**src/include/wdg_cfg.svh**
```systemverilog
// timing and reset constants of the two-stage watchdog
`ifndef WDG_CFG_SVH
`define WDG_CFG_SVH
`define WDG_CLK_HZ 10000000
`define WDG_TICK_US 250000
`define WDG_TICK_CYCLES ((`WDG_CLK_HZ / 1000) * (`WDG_TICK_US / 1000))
`define WDG_SEL_W 3
`define WDG_CNT_W 10
`define WDG_SEL_RESET 3'h0
`define WDG_RST_PULSE 8'h10
`define WDG_PERIOD_0 11'h001
`define WDG_PERIOD_1 11'h002
`define WDG_PERIOD_2 11'h004
`define WDG_PERIOD_3 11'h008
`define WDG_PERIOD_4 11'h020
`define WDG_PERIOD_5 11'h080
`define WDG_PERIOD_6 11'h200
`define WDG_PERIOD_7 11'h400
`endif

```
**src/include/wdg_pkg.sv**
```systemverilog
// types of the two-stage watchdog
package wdg_pkg;
  typedef enum logic [1:0] {
    WDG_IDLE,
    WDG_FIRST,
    WDG_SECOND,
    WDG_RESET
  } wdg_state_type;
endpackage

```
**src/design/wdg_period_rom.sv**
```systemverilog
// registered lookup of period length in quarter-second ticks
`timescale 1ns/100ps
`default_nettype none
`include "wdg_cfg.svh"
module wdg_period_rom (
  // clock and reset
  input wire logic core_clk,
  input wire logic rst_b,
  // lookup
  input wire logic [`WDG_SEL_W-1:0] sel,
  output logic [`WDG_CNT_W:0] ticks
);
  // eight codes from 1 tick (0.25 s) up to 1024 ticks (256 s)
  function automatic logic [`WDG_CNT_W:0] period_ticks(input logic [`WDG_SEL_W-1:0] code);
    case (code)
      3'h0: period_ticks = `WDG_PERIOD_0;
      3'h1: period_ticks = `WDG_PERIOD_1;
      3'h2: period_ticks = `WDG_PERIOD_2;
      3'h3: period_ticks = `WDG_PERIOD_3;
      3'h4: period_ticks = `WDG_PERIOD_4;
      3'h5: period_ticks = `WDG_PERIOD_5;
      3'h6: period_ticks = `WDG_PERIOD_6;
      default: period_ticks = `WDG_PERIOD_7;
    endcase
  endfunction
  wire logic [`WDG_CNT_W:0] next_ticks;
  assign next_ticks = period_ticks(sel);
  always_ff @(posedge core_clk or negedge rst_b) begin
    if (!rst_b) ticks <= `WDG_PERIOD_0;
    else ticks <= next_ticks;
  end
endmodule // wdg_period_rom
`default_nettype wire

```
**src/design/wdg_two_stage.sv**
```systemverilog
// two-stage watchdog with reset-cause flag and board reset combiner
// Behaviour
// - eight periods are offered, from 0.25 s up to 256 s.
// - with stage one enabled, expiry raises the NMI before the reset stage.
// - a missed strobe yields NMI, reset or both per configuration.
// - a watchdog-caused reset sets a readable reset-cause flag.
// - power-up clears the cause flag and all watchdog state.
// - warm resets, including the watchdog's own, keep the cause flag.
// - push-button, backplane and watchdog each reset the system.
// - first- and second-stage timeouts are separate event pulses.
`timescale 1ns/100ps
`default_nettype none
`include "wdg_cfg.svh"
module wdg_two_stage (
  // clock and power-on reset
  input wire logic core_clk,
  input wire logic rst_b,
  // software control
  input wire logic wdgEnable,
  input wire logic nmiEnable,
  input wire logic resetEnable,
  input wire logic [`WDG_SEL_W-1:0] periodSel,
  input wire logic strobe,
  input wire logic causeClear,
  // board reset requests
  input wire logic pushButtonReset,
  input wire logic backplaneReset,
  // outputs
  output logic nmi,
  output logic first_stage_timeout_event,
  output logic second_stage_timeout_event,
  output logic wdgResetCause,
  output logic systemReset
);
  // ----------------------------------------
  // timebase and period
  // ----------------------------------------
  logic [23:0] preCnt;
  logic [`WDG_CNT_W:0] tickCnt;
  logic [`WDG_CNT_W:0] periodTicks;
  logic [7:0] rstCnt;
  wdg_pkg::wdg_state_type state;
  wdg_pkg::wdg_state_type next_state;
  wire logic warm;
  wire logic tick;
  wire logic expired;
  wire logic wdgReset;
  wire logic boardReq;
  wire logic enterReset;
  wire logic restartCount;
  wire logic [23:0] next_preCnt;
  wire logic [`WDG_CNT_W:0] next_tickCnt;
  wire logic [7:0] next_rstCnt;
  wire logic next_nmi;
  wire logic next_firstEvent;
  wire logic next_secondEvent;
  wire logic next_cause;
  wire logic next_systemReset;
  // period end test: true on the tick that completes the period
  function automatic logic last_tick(input logic [`WDG_CNT_W:0] cnt,
      input logic [`WDG_CNT_W:0] limit);
    last_tick = (cnt + 11'h001 >= limit);
  endfunction
  assign tick = (preCnt == 24'(`WDG_TICK_CYCLES - 1));
  assign expired = tick && last_tick(tickCnt, periodTicks);
  wdg_period_rom periodRom (
    .core_clk(core_clk),
    .rst_b(rst_b),
    .sel(periodSel),
    .ticks(periodTicks)
  );
  // watchdog state is held in warm reset too, so its reset pulse completes
  assign warm = pushButtonReset || backplaneReset;
  // ----------------------------------------
  // stage sequencing
  // ----------------------------------------
  always_comb begin
    next_state = state;
    case (state)
      wdg_pkg::WDG_IDLE: begin
        if (wdgEnable && expired) begin
          if (nmiEnable) next_state = wdg_pkg::WDG_SECOND;
          else if (resetEnable) next_state = wdg_pkg::WDG_RESET;
        end
      end
      wdg_pkg::WDG_SECOND: begin
        if (strobe || !wdgEnable) next_state = wdg_pkg::WDG_IDLE;
        else if (expired && resetEnable) next_state = wdg_pkg::WDG_RESET;
      end
      wdg_pkg::WDG_RESET: begin
        if (rstCnt == 8'h00) next_state = wdg_pkg::WDG_IDLE;
      end
      default: next_state = wdg_pkg::WDG_IDLE;
    endcase
  end
  // ----------------------------------------
  // decoded next values
  // ----------------------------------------
  assign wdgReset = (state == wdg_pkg::WDG_RESET);
  assign enterReset = (next_state == wdg_pkg::WDG_RESET) && !wdgReset;
  assign boardReq = warm || wdgReset;
  // strobe, disable, expiry or warm reset restart the period count
  assign restartCount = strobe || !wdgEnable || expired || warm;
  assign next_preCnt = (tick || strobe || warm) ? 24'h000000 : preCnt + 24'h000001;
  assign next_tickCnt = restartCount ? 11'h000
    : (tick ? tickCnt + 11'h001 : tickCnt);
  // pulse length counted here so a strobe cannot cut the reset short
  assign next_rstCnt = enterReset ? `WDG_RST_PULSE
    : ((rstCnt != 8'h00) ? rstCnt - 8'h01 : rstCnt);
  assign next_nmi = (next_state == wdg_pkg::WDG_SECOND);
  assign next_firstEvent = (state == wdg_pkg::WDG_IDLE) && wdgEnable
    && expired && nmiEnable;
  assign next_secondEvent = enterReset;
  // set beats clear; warm reset leaves the flag alone
  assign next_cause = (next_state == wdg_pkg::WDG_RESET)
    || (wdgResetCause && !causeClear);
  assign next_systemReset = boardReq || (next_state == wdg_pkg::WDG_RESET);
  // ----------------------------------------
  // stage register
  // ----------------------------------------
  always_ff @(posedge core_clk or negedge rst_b) begin
    if (!rst_b) begin
      state <= wdg_pkg::WDG_IDLE;
    end else begin
      state <= next_state;
    end
  end
  // ----------------------------------------
  // quarter-second prescaler
  // ----------------------------------------
  always_ff @(posedge core_clk or negedge rst_b) begin
    if (!rst_b) begin
      preCnt <= 24'h000000;
    end else begin
      preCnt <= next_preCnt;
    end
  end
  // ----------------------------------------
  // period tick counter
  // ----------------------------------------
  always_ff @(posedge core_clk or negedge rst_b) begin
    if (!rst_b) begin
      tickCnt <= 11'h000;
    end else begin
      tickCnt <= next_tickCnt;
    end
  end
  // ----------------------------------------
  // reset pulse counter
  // ----------------------------------------
  always_ff @(posedge core_clk or negedge rst_b) begin
    if (!rst_b) begin
      rstCnt <= 8'h00;
    end else begin
      rstCnt <= next_rstCnt;
    end
  end
  // ----------------------------------------
  // interrupt output
  // ----------------------------------------
  always_ff @(posedge core_clk or negedge rst_b) begin
    if (!rst_b) begin
      nmi <= 1'b0;
    end else begin
      nmi <= next_nmi;
    end
  end
  // ----------------------------------------
  // timeout event pulses
  // ----------------------------------------
  always_ff @(posedge core_clk or negedge rst_b) begin
    if (!rst_b) begin
      first_stage_timeout_event <= 1'b0;
    end else begin
      first_stage_timeout_event <= next_firstEvent;
    end
  end
  always_ff @(posedge core_clk or negedge rst_b) begin
    if (!rst_b) begin
      second_stage_timeout_event <= 1'b0;
    end else begin
      second_stage_timeout_event <= next_secondEvent;
    end
  end
  // ----------------------------------------
  // reset-cause flag
  // ----------------------------------------
  // only power-on or causeClear clears it; warm requests never reach this flop
  always_ff @(posedge core_clk or negedge rst_b) begin
    if (!rst_b) begin
      wdgResetCause <= 1'b0;
    end else begin
      wdgResetCause <= next_cause;
    end
  end
  // ----------------------------------------
  // board reset combiner
  // ----------------------------------------
  always_ff @(posedge core_clk or negedge rst_b) begin
    if (!rst_b) begin
      systemReset <= 1'b0;
    end else begin
      systemReset <= next_systemReset;
    end
  end
endmodule // wdg_two_stage
`default_nettype wire

```
**config.mk**
```make
export PLATFORM = sky130hd
export DESIGN_NAME = wdg_two_stage
export DESIGN_NICKNAME = d
export VERILOG_FILES = /design/src/include/wdg_pkg.sv /design/src/design/wdg_period_rom.sv /design/src/design/wdg_two_stage.sv
export VERILOG_INCLUDE_DIRS = /design/src /design/src/include
export SDC_FILE = /design/constraint.sdc
export NUM_CORES = 1
export LEC_CHECK = 0
export BUFFER_PORTS_ARGS = -buffer_cell sky130_fd_sc_hd__buf_2
export CORE_MARGIN = 2
export CORE_UTILIZATION = 40
export CTS_CLUSTER_SIZE = 30
export DETAILED_ROUTE_END_ITERATION = 10
export PLACE_DENSITY = 0.57
export SYNTH_ARGS = -nofsm -noshare
export SYNTH_HDL_FRONTEND = slang
export SYNTH_HIERARCHICAL = 1
export SYNTH_SLANG_ARGS = --single-unit
```
**constraint.sdc**
```tcl
create_clock -name core_clk -period 3.09 [get_ports core_clk]
set_input_delay 0.927 -clock core_clk [delete_from_list [all_inputs] [get_ports core_clk]]
set_output_delay 0.927 -clock core_clk [all_outputs]
set_load 0.05 [all_outputs]
```
==> reports/metrics.csv, run 1 <==
stage,metric,value,unit
status,outcome,"finished, final reports clean",
timing,"Slew Viols, Final",0,
placement,cell total after placement,461,
placement,pre-CTS WS,0.0157,ns
routing,DR vias/cell,5.16,
clock_network,CTS buffer count,9,
power_and_ir_drop,Internal,1260,uW
synthesis,Post-synth EDFFs,0,
floorplan,Initial Utilization,41.2,%
worst_setup_path,CP Capture Type,flip-flop,
synthesis,most frequent cell after synthesis,dfrtp_1,
timing,worst relative slew slack,37.7,%
routing,DRT iter0 DRCs,107,
grt,first-pass GRT wire length,11400,um
min_path,hold endpoint,preCnt[0],
worst_setup_path,crit start category,flip-flop,
power_and_ir_drop,Clock power frac,48.8,%
clock_network,clock tree sinks,58,
floorplan,# IOs,17,
final_layout,Layout area overhead,16.0,%
clock_network,Clock Path Buffers,2,
power_and_ir_drop,Peak VDD IR,166,uV
routing,Avg WL per Cell,13.8,um
synthesis,Synth Register Bits,58,
synthesis,Synth top cells by count,"dfrtp_1, nor2_1, nand2_1",
power_and_ir_drop,switching pwr,366,uW
synthesis,top_reg_cell synth,dfrtp_1,
placement,Post-DP Area,3440,um2
timing,Final Hold Fails,0,
grt,GRT Util Overall,16.8,%
final_layout,utilization after layout,47.8,%
routing,via count,2467,
final_layout,fillers,718,
timing,final setup fails,0,
worst_setup_path,critical path type,flip-flop to flip-flop,
routing,final WL,6620,um
synthesis,Synth area leader,dfrtp_1,
floorplan,Die Width,93.3,um
routing,DRC,0,
worst_setup_path,critical path peak fanout,12,
grt,largest net degree at the start of global routing,34,
floorplan,die area,8700,um2
grt,grt total ovfl,0,
final_layout,ratio of cells with drive above 1 in the final layout,16.8,%
synthesis,Post-synth ARST share,100,%
timing,Setup Skew,0.00940,ns
power_and_ir_drop,Lkg Pwr,0.00165,uW
synthesis,register area share after synthesis,45.6,%
timing,min cycle time layout,2.89,ns
floorplan,Die H,93.3,um
worst_setup_path,worst r2r dst,nmi,
min_path,Hold Path Cell Cnt,1,
synthesis,Mapped Area,3190,um2
floorplan,Cell Rows,32,
worst_setup_path,Critical Path AT,3.15,ns
worst_setup_path,CP Data Required Time,3.35,ns
power_and_ir_drop,Sequential Power Share,47.2,%
job,# Max-Cap Violations,0,
power_and_ir_drop,P per Cell Area,440,nW/um2
clock_network,clock-pin transition on the worst setup and hold timing paths,0.07,ns
clock_network,root buffer cell,clkbuf_8,
routing,Final ANT Viol Nets,0,
clock_network,htree depth,3,
routing,drt first pass iters,4,
worst_setup_path,Reg2Reg Depth,12,
synthesis,ranking of synthesized cells by area,"dfrtp_1, ha_1, xor2_1, nor2_1, nand2_1",
grt,initial antenna violation count,0,
final_layout,footprint of the multi-input gates,1620,um2
synthesis,Avg Synthesized Cell Area,9.35,um2
worst_setup_path,r2r setup slk,0.20,ns
placement,number of port buffers,16,
timing,worst slew pin tran,0.928,ns
final_layout,"Design Area, Final",3700,um2
power_and_ir_drop,switching share of total power,22.5,%
placement,DPL Wire Length,4560,um
worst_setup_path,R2R Path Start,tickCnt[3],
min_path,Hold Crit Class,flip-flop to flip-flop,
timing,post-route setup slack,0.200,ns
final_layout,Reg area,1450,um2
final_layout,Antenna diodes,0,
synthesis,share of the synthesized area in the top cell type,44.8,%
synthesis,Mapped Cells,341,
grt,vias in the first global route,2429,
timing,fmax,346,MHz
min_path,Worst Min Path Start,preCnt[0],
clock_network,Clock Latency Late Sink,0.34,ns
final_layout,Final #Nets,398,
clock_network,CTS tree,yes,
power_and_ir_drop,combinational share of power,4.1,%
clock_network,cts hold-fix bufs,0,
floorplan,area of the core,7730,um2
synthesis,Yosys cell types,48,
synthesis,synth warn,6,
final_layout,Finished Layout Cells,478,
timing,final worst-path cycle share,93.5,%
placement,gp weighted congestion,0.729,
metrics by stage:
step                TNS, ns  power, uW  hold slack, ns
finish                    0       1620           0.490
global placement          0        847           0.465
floorplan                 0        812           0.455
CTS                       0       1650           0.492
global route        -0.0563       1700           0.501
detailed placement        0        849           0.474
cell type report:
cell class | count | area share (%)
multi-input cells | 251 | 43.9
well taps | 102 | 3.45
clock buffers | 11 | 3.83
clock inverters | 5 | 2.10
repair buffers | 29 | 5.15
flip-flops and latches | 58 | 39.3
inverters | 22 | 2.23
how the worst max path moves through the flow:
stage | from | end | depth (start not counted) | slack, ns
after floorplan | tickCnt[0] | state[1] | 13 | 0.07
after global placement | tickCnt[1] | nmi | 13 | 0.12
after detailed placement | tickCnt[1] | nmi | 13 | 0.02
after CTS | tickCnt[1] | nmi | 13 | 0.05
after global routing | tickCnt[3] | tickCnt[1] | 12 | -0.02
final | tickCnt[3] | nmi | 12 | 0.20
timing repair:
action / in CTS / in global routing
setup buffers: 0 / 1
gates resized for setup: 1 / 5
pin swaps: 0 / 4
endpoints found under the setup margin: 1 / 23
state kept, by name, summed over array words and instances, names as in the netlist:
signal / cells
second_stage_timeout_event: 1
rstCnt: 8
systemReset: 1
periodRom/ticks: 8
state: 2
nmi: 1
wdgResetCause: 1
tickCnt: 11
preCnt: 24
first_stage_timeout_event: 1
logic make-up (layout without fill, tap and decap cells):
logic type      after synthesis  in the layout  synth area share [%]
other cells                   1              3                 0.118
buf+inv                      34             67                  4.48
flops                        58             58                  45.6
compound gates               38             38                  7.70
simple gates                162            162                  27.1
mux                           2              2                 0.667
xor+xnor                     31             31                  8.52
fa+ha+maj                    15             15                  5.89
power by group through the flow:
stage	clock network (uW)	logic, uW	registers (uW)
global route	856	76.5	766
CTS	813	68.2	766
finish	792	66.0	766
detailed placement	0	67.7	781
floorplan	0	28.9	783
global placement	0	66.6	781
critical path, stage by stage, from the launching register on:
cell and delay, ns:
dfrtp_1 0.42, nand3_2 0.15, nor3_2 0.23, and3_1 0.19, xnor2_1 0.13, inv_1 0.07
ha_1 0.31, nand4_1 0.12, nor3_1 0.14, a221oi_1 0.09, buf_4 0.19, or4_1 0.52
a211oi_2 0.23
per-layer routing:
| layer | global-route usage, % | share of wire, % |
|---|---|---|
| met5 | 0 | 0 |
| met4 | 6.99 | 1.6 |
| met3 | 4.27 | 3.3 |
| met2 | 25.4 | 46 |
| met1 | 22.8 | 49 |
layout by cell type (no fill, tap or decap), drive strengths merged, types with 12 or more instances in the layout:
cell type and count:
dfrtp 57, nor2 41, nand2 38, buf 29, inv 22, xor2 19
nand3 17, ha 15, o21ai 14, nand4 13, xnor2 12
(Power assumes the default switching activity.)
==> run 2: changes to the inputs <==
--- a/config.mk
+++ b/config.mk
@@ -12,6 +12,7 @@
 export CTS_CLUSTER_SIZE = 30
 export DETAILED_ROUTE_END_ITERATION = 10
 export PLACE_DENSITY = 0.57
+export REMOVE_ABC_BUFFERS = 1
 export SYNTH_ARGS = -nofsm -noshare
 export SYNTH_HDL_FRONTEND = slang
 export SYNTH_HIERARCHICAL = 1
==> reports/metrics.csv, run 2 (synthesized netlist as in run 1, its figures left out) <==
stage,metric,value,unit
clock_network,clock tree sinks,58,
floorplan,die area,8700,um2
final_layout,Layout area overhead,16.1,%
final_layout,largest registers,"preCnt: 24 flops, tickCnt: 11 flops",
min_path,Hold Path Cell Cnt,1,
final_layout,utilization after layout,47.9,%
routing,DR vias/cell,5.16,
clock_network,CTS buffer count,9,
floorplan,Initial Utilization,41.2,%
timing,worst slew pin tran,0.908,ns
worst_setup_path,"CP delay by family, top",simple AND/OR/NAND/NOR gates,
placement,gp weighted congestion,0.873,
timing,hold_ws,0.489,ns
routing,Final ANT Viol Nets,0,
worst_setup_path,Critical Path AT,3.13,ns
routing,Avg WL per Cell,13.0,um
worst_setup_path,CP peak stage delay,0.50,ns
status,outcome,"finished, final reports clean",
grt,largest net degree at the start of global routing,59,
min_path,Hold Crit Class,flip-flop to flip-flop,
worst_setup_path,CP Buf/Inv Count,2,
routing,DRC,0,
timing,Final Hold Fails,0,
worst_setup_path,CP Data Required Time,3.34,ns
grt,first-pass GRT wire length,10700,um
worst_setup_path,CP Capture Type,flip-flop,
clock_network,Clock Path Buffers,2,
clock_network,CTS tree,yes,
floorplan,area of the core,7730,um2
timing,Final TNS setup,0,ns
timing,final worst-path cycle share,93.2,%
job,# Max-Cap Violations,0,
grt,grt total ovfl,0,
timing,"Slew Viols, Final",0,
grt,initial antenna violation count,0,
final_layout,"commonest non-fill, non-tap cell in the layout",dfrtp_1,
power_and_ir_drop,P per Cell Area,420,nW/um2
final_layout,ratio of cells with drive above 1 in the final layout,17.2,%
floorplan,Cell Rows,32,
clock_network,Clock Latency Late Sink,0.34,ns
final_layout,largest reg by FF count,preCnt,
routing,via count,2471,
clock_network,root buffer cell,clkbuf_8,
floorplan,Die H,93.3,um
worst_setup_path,critical path cell sequence,nand3_2 > nor3_4 > and3_1 > xnor2_1 > inv_1 > ha_1 > nand4_1 > nor3_1 > a221oi_1 > buf_4 > or4_4 > a211oi_2,
power_and_ir_drop,Lkg Pwr,0.00166,uW
final_layout,fillers,722,
placement,DPL Wire Length,4260,um
floorplan,# IOs,17,
routing,final WL,6230,um
routing,drt first pass iters,4,
final_layout,Final #Nets,399,
worst_setup_path,WP depth,12,
grt,GRT Util Overall,15.5,%
routing,DRT iter0 DRCs,112,
placement,number of port buffers,16,
worst_setup_path,Reg2Reg Depth,12,
worst_setup_path,Worst path slowest cell,or4_4,
worst_setup_path,critical path peak fanout,12,
timing,worst relative slew slack,39.0,%
final_layout,max reg flops,24,
clock_network,clock-pin transition on the worst setup and hold timing paths,0.07,ns
timing,min cycle time layout,2.88,ns
clock_network,htree depth,3,
final_layout,"commonest cells after routing, fill and taps aside","dfrtp_1, nor2_1, nand2_1",
worst_setup_path,critical path type,flip-flop to flip-flop,
grt,vias in the first global route,2356,
final_layout,Antenna diodes,0,
timing,Setup Skew,0.0133,ns
timing,fmax,347,MHz
worst_setup_path,crit start category,flip-flop,
floorplan,Die Width,93.3,um
timing,final setup fails,0,
power_and_ir_drop,Peak VDD IR,150,uV
timing,RSZ-0062 raised after global routing,false,
-- run 2: metrics by stage --
stage	setup slack, ns	instance area (um2)	power, uW	std cells
after floorplan	-0.404	3130	806	331
after global placement	0.126	3450	847	462
after detailed placement	-0.00467	3450	848	462
after CTS	0.0327	3660	1580	478
after global routing	0.0299	3700	1620	479
final	0.210	3700	1550	479
-- run 2: routing by layer --
metal	GRT usage (%)	vias up	share of wire (%)
met5	0	-	0
met4	8.70	0	2.3
met3	2.90	12	4.2
met2	23.0	48	43
met1	21.4	1168	50
li1	-	1243	-
-- run 2: area by class of cell --
class | instances | area [um2] | area share (%)
multi-input combinational | 251 | 1630 | 44.2
clock inverter | 4 | 50.0 | 1.35
tap | 102 | 128 | 3.45
timing repair buffer | 30 | 198 | 5.34
clock buffer | 12 | 155 | 4.19
sequential | 58 | 1450 | 39.3
inverter | 22 | 82.6 | 2.23
-- run 2: timing repair --
item | in CTS | in global routing
hold buffers | 0 | 0
setup buffers | 0 | 1
pin swaps | 0 | 3
setup endpoints to repair | 1 | 22
gates cloned | 0 | 0
gates resized for setup | 1 | 7
-- run 2: report_power, final --
group	internal, uW	leakage [uW]	switching, uW	total [uW]
Combinational	21.2	0.000791	44.4	65.6
Clock	415	0.0000986	307	723
Sequential	765	0.000769	1.71	766
Total	1200	0.00166	354	1550
-- run 2: worst paths after layout --
kind	from	to	slack, ns
worst min-delay path	preCnt[0]	preCnt[0]	0.49
min in group asynchronous	rst_b	rstCnt[1]	0.57
worst max-delay path	tickCnt[3]	nmi	0.21
worst min register to register	preCnt[0]	preCnt[0]	0.49
worst max register to register	tickCnt[3]	nmi	0.21
max in group asynchronous	rst_b	periodRom/ticks[0]	2.19
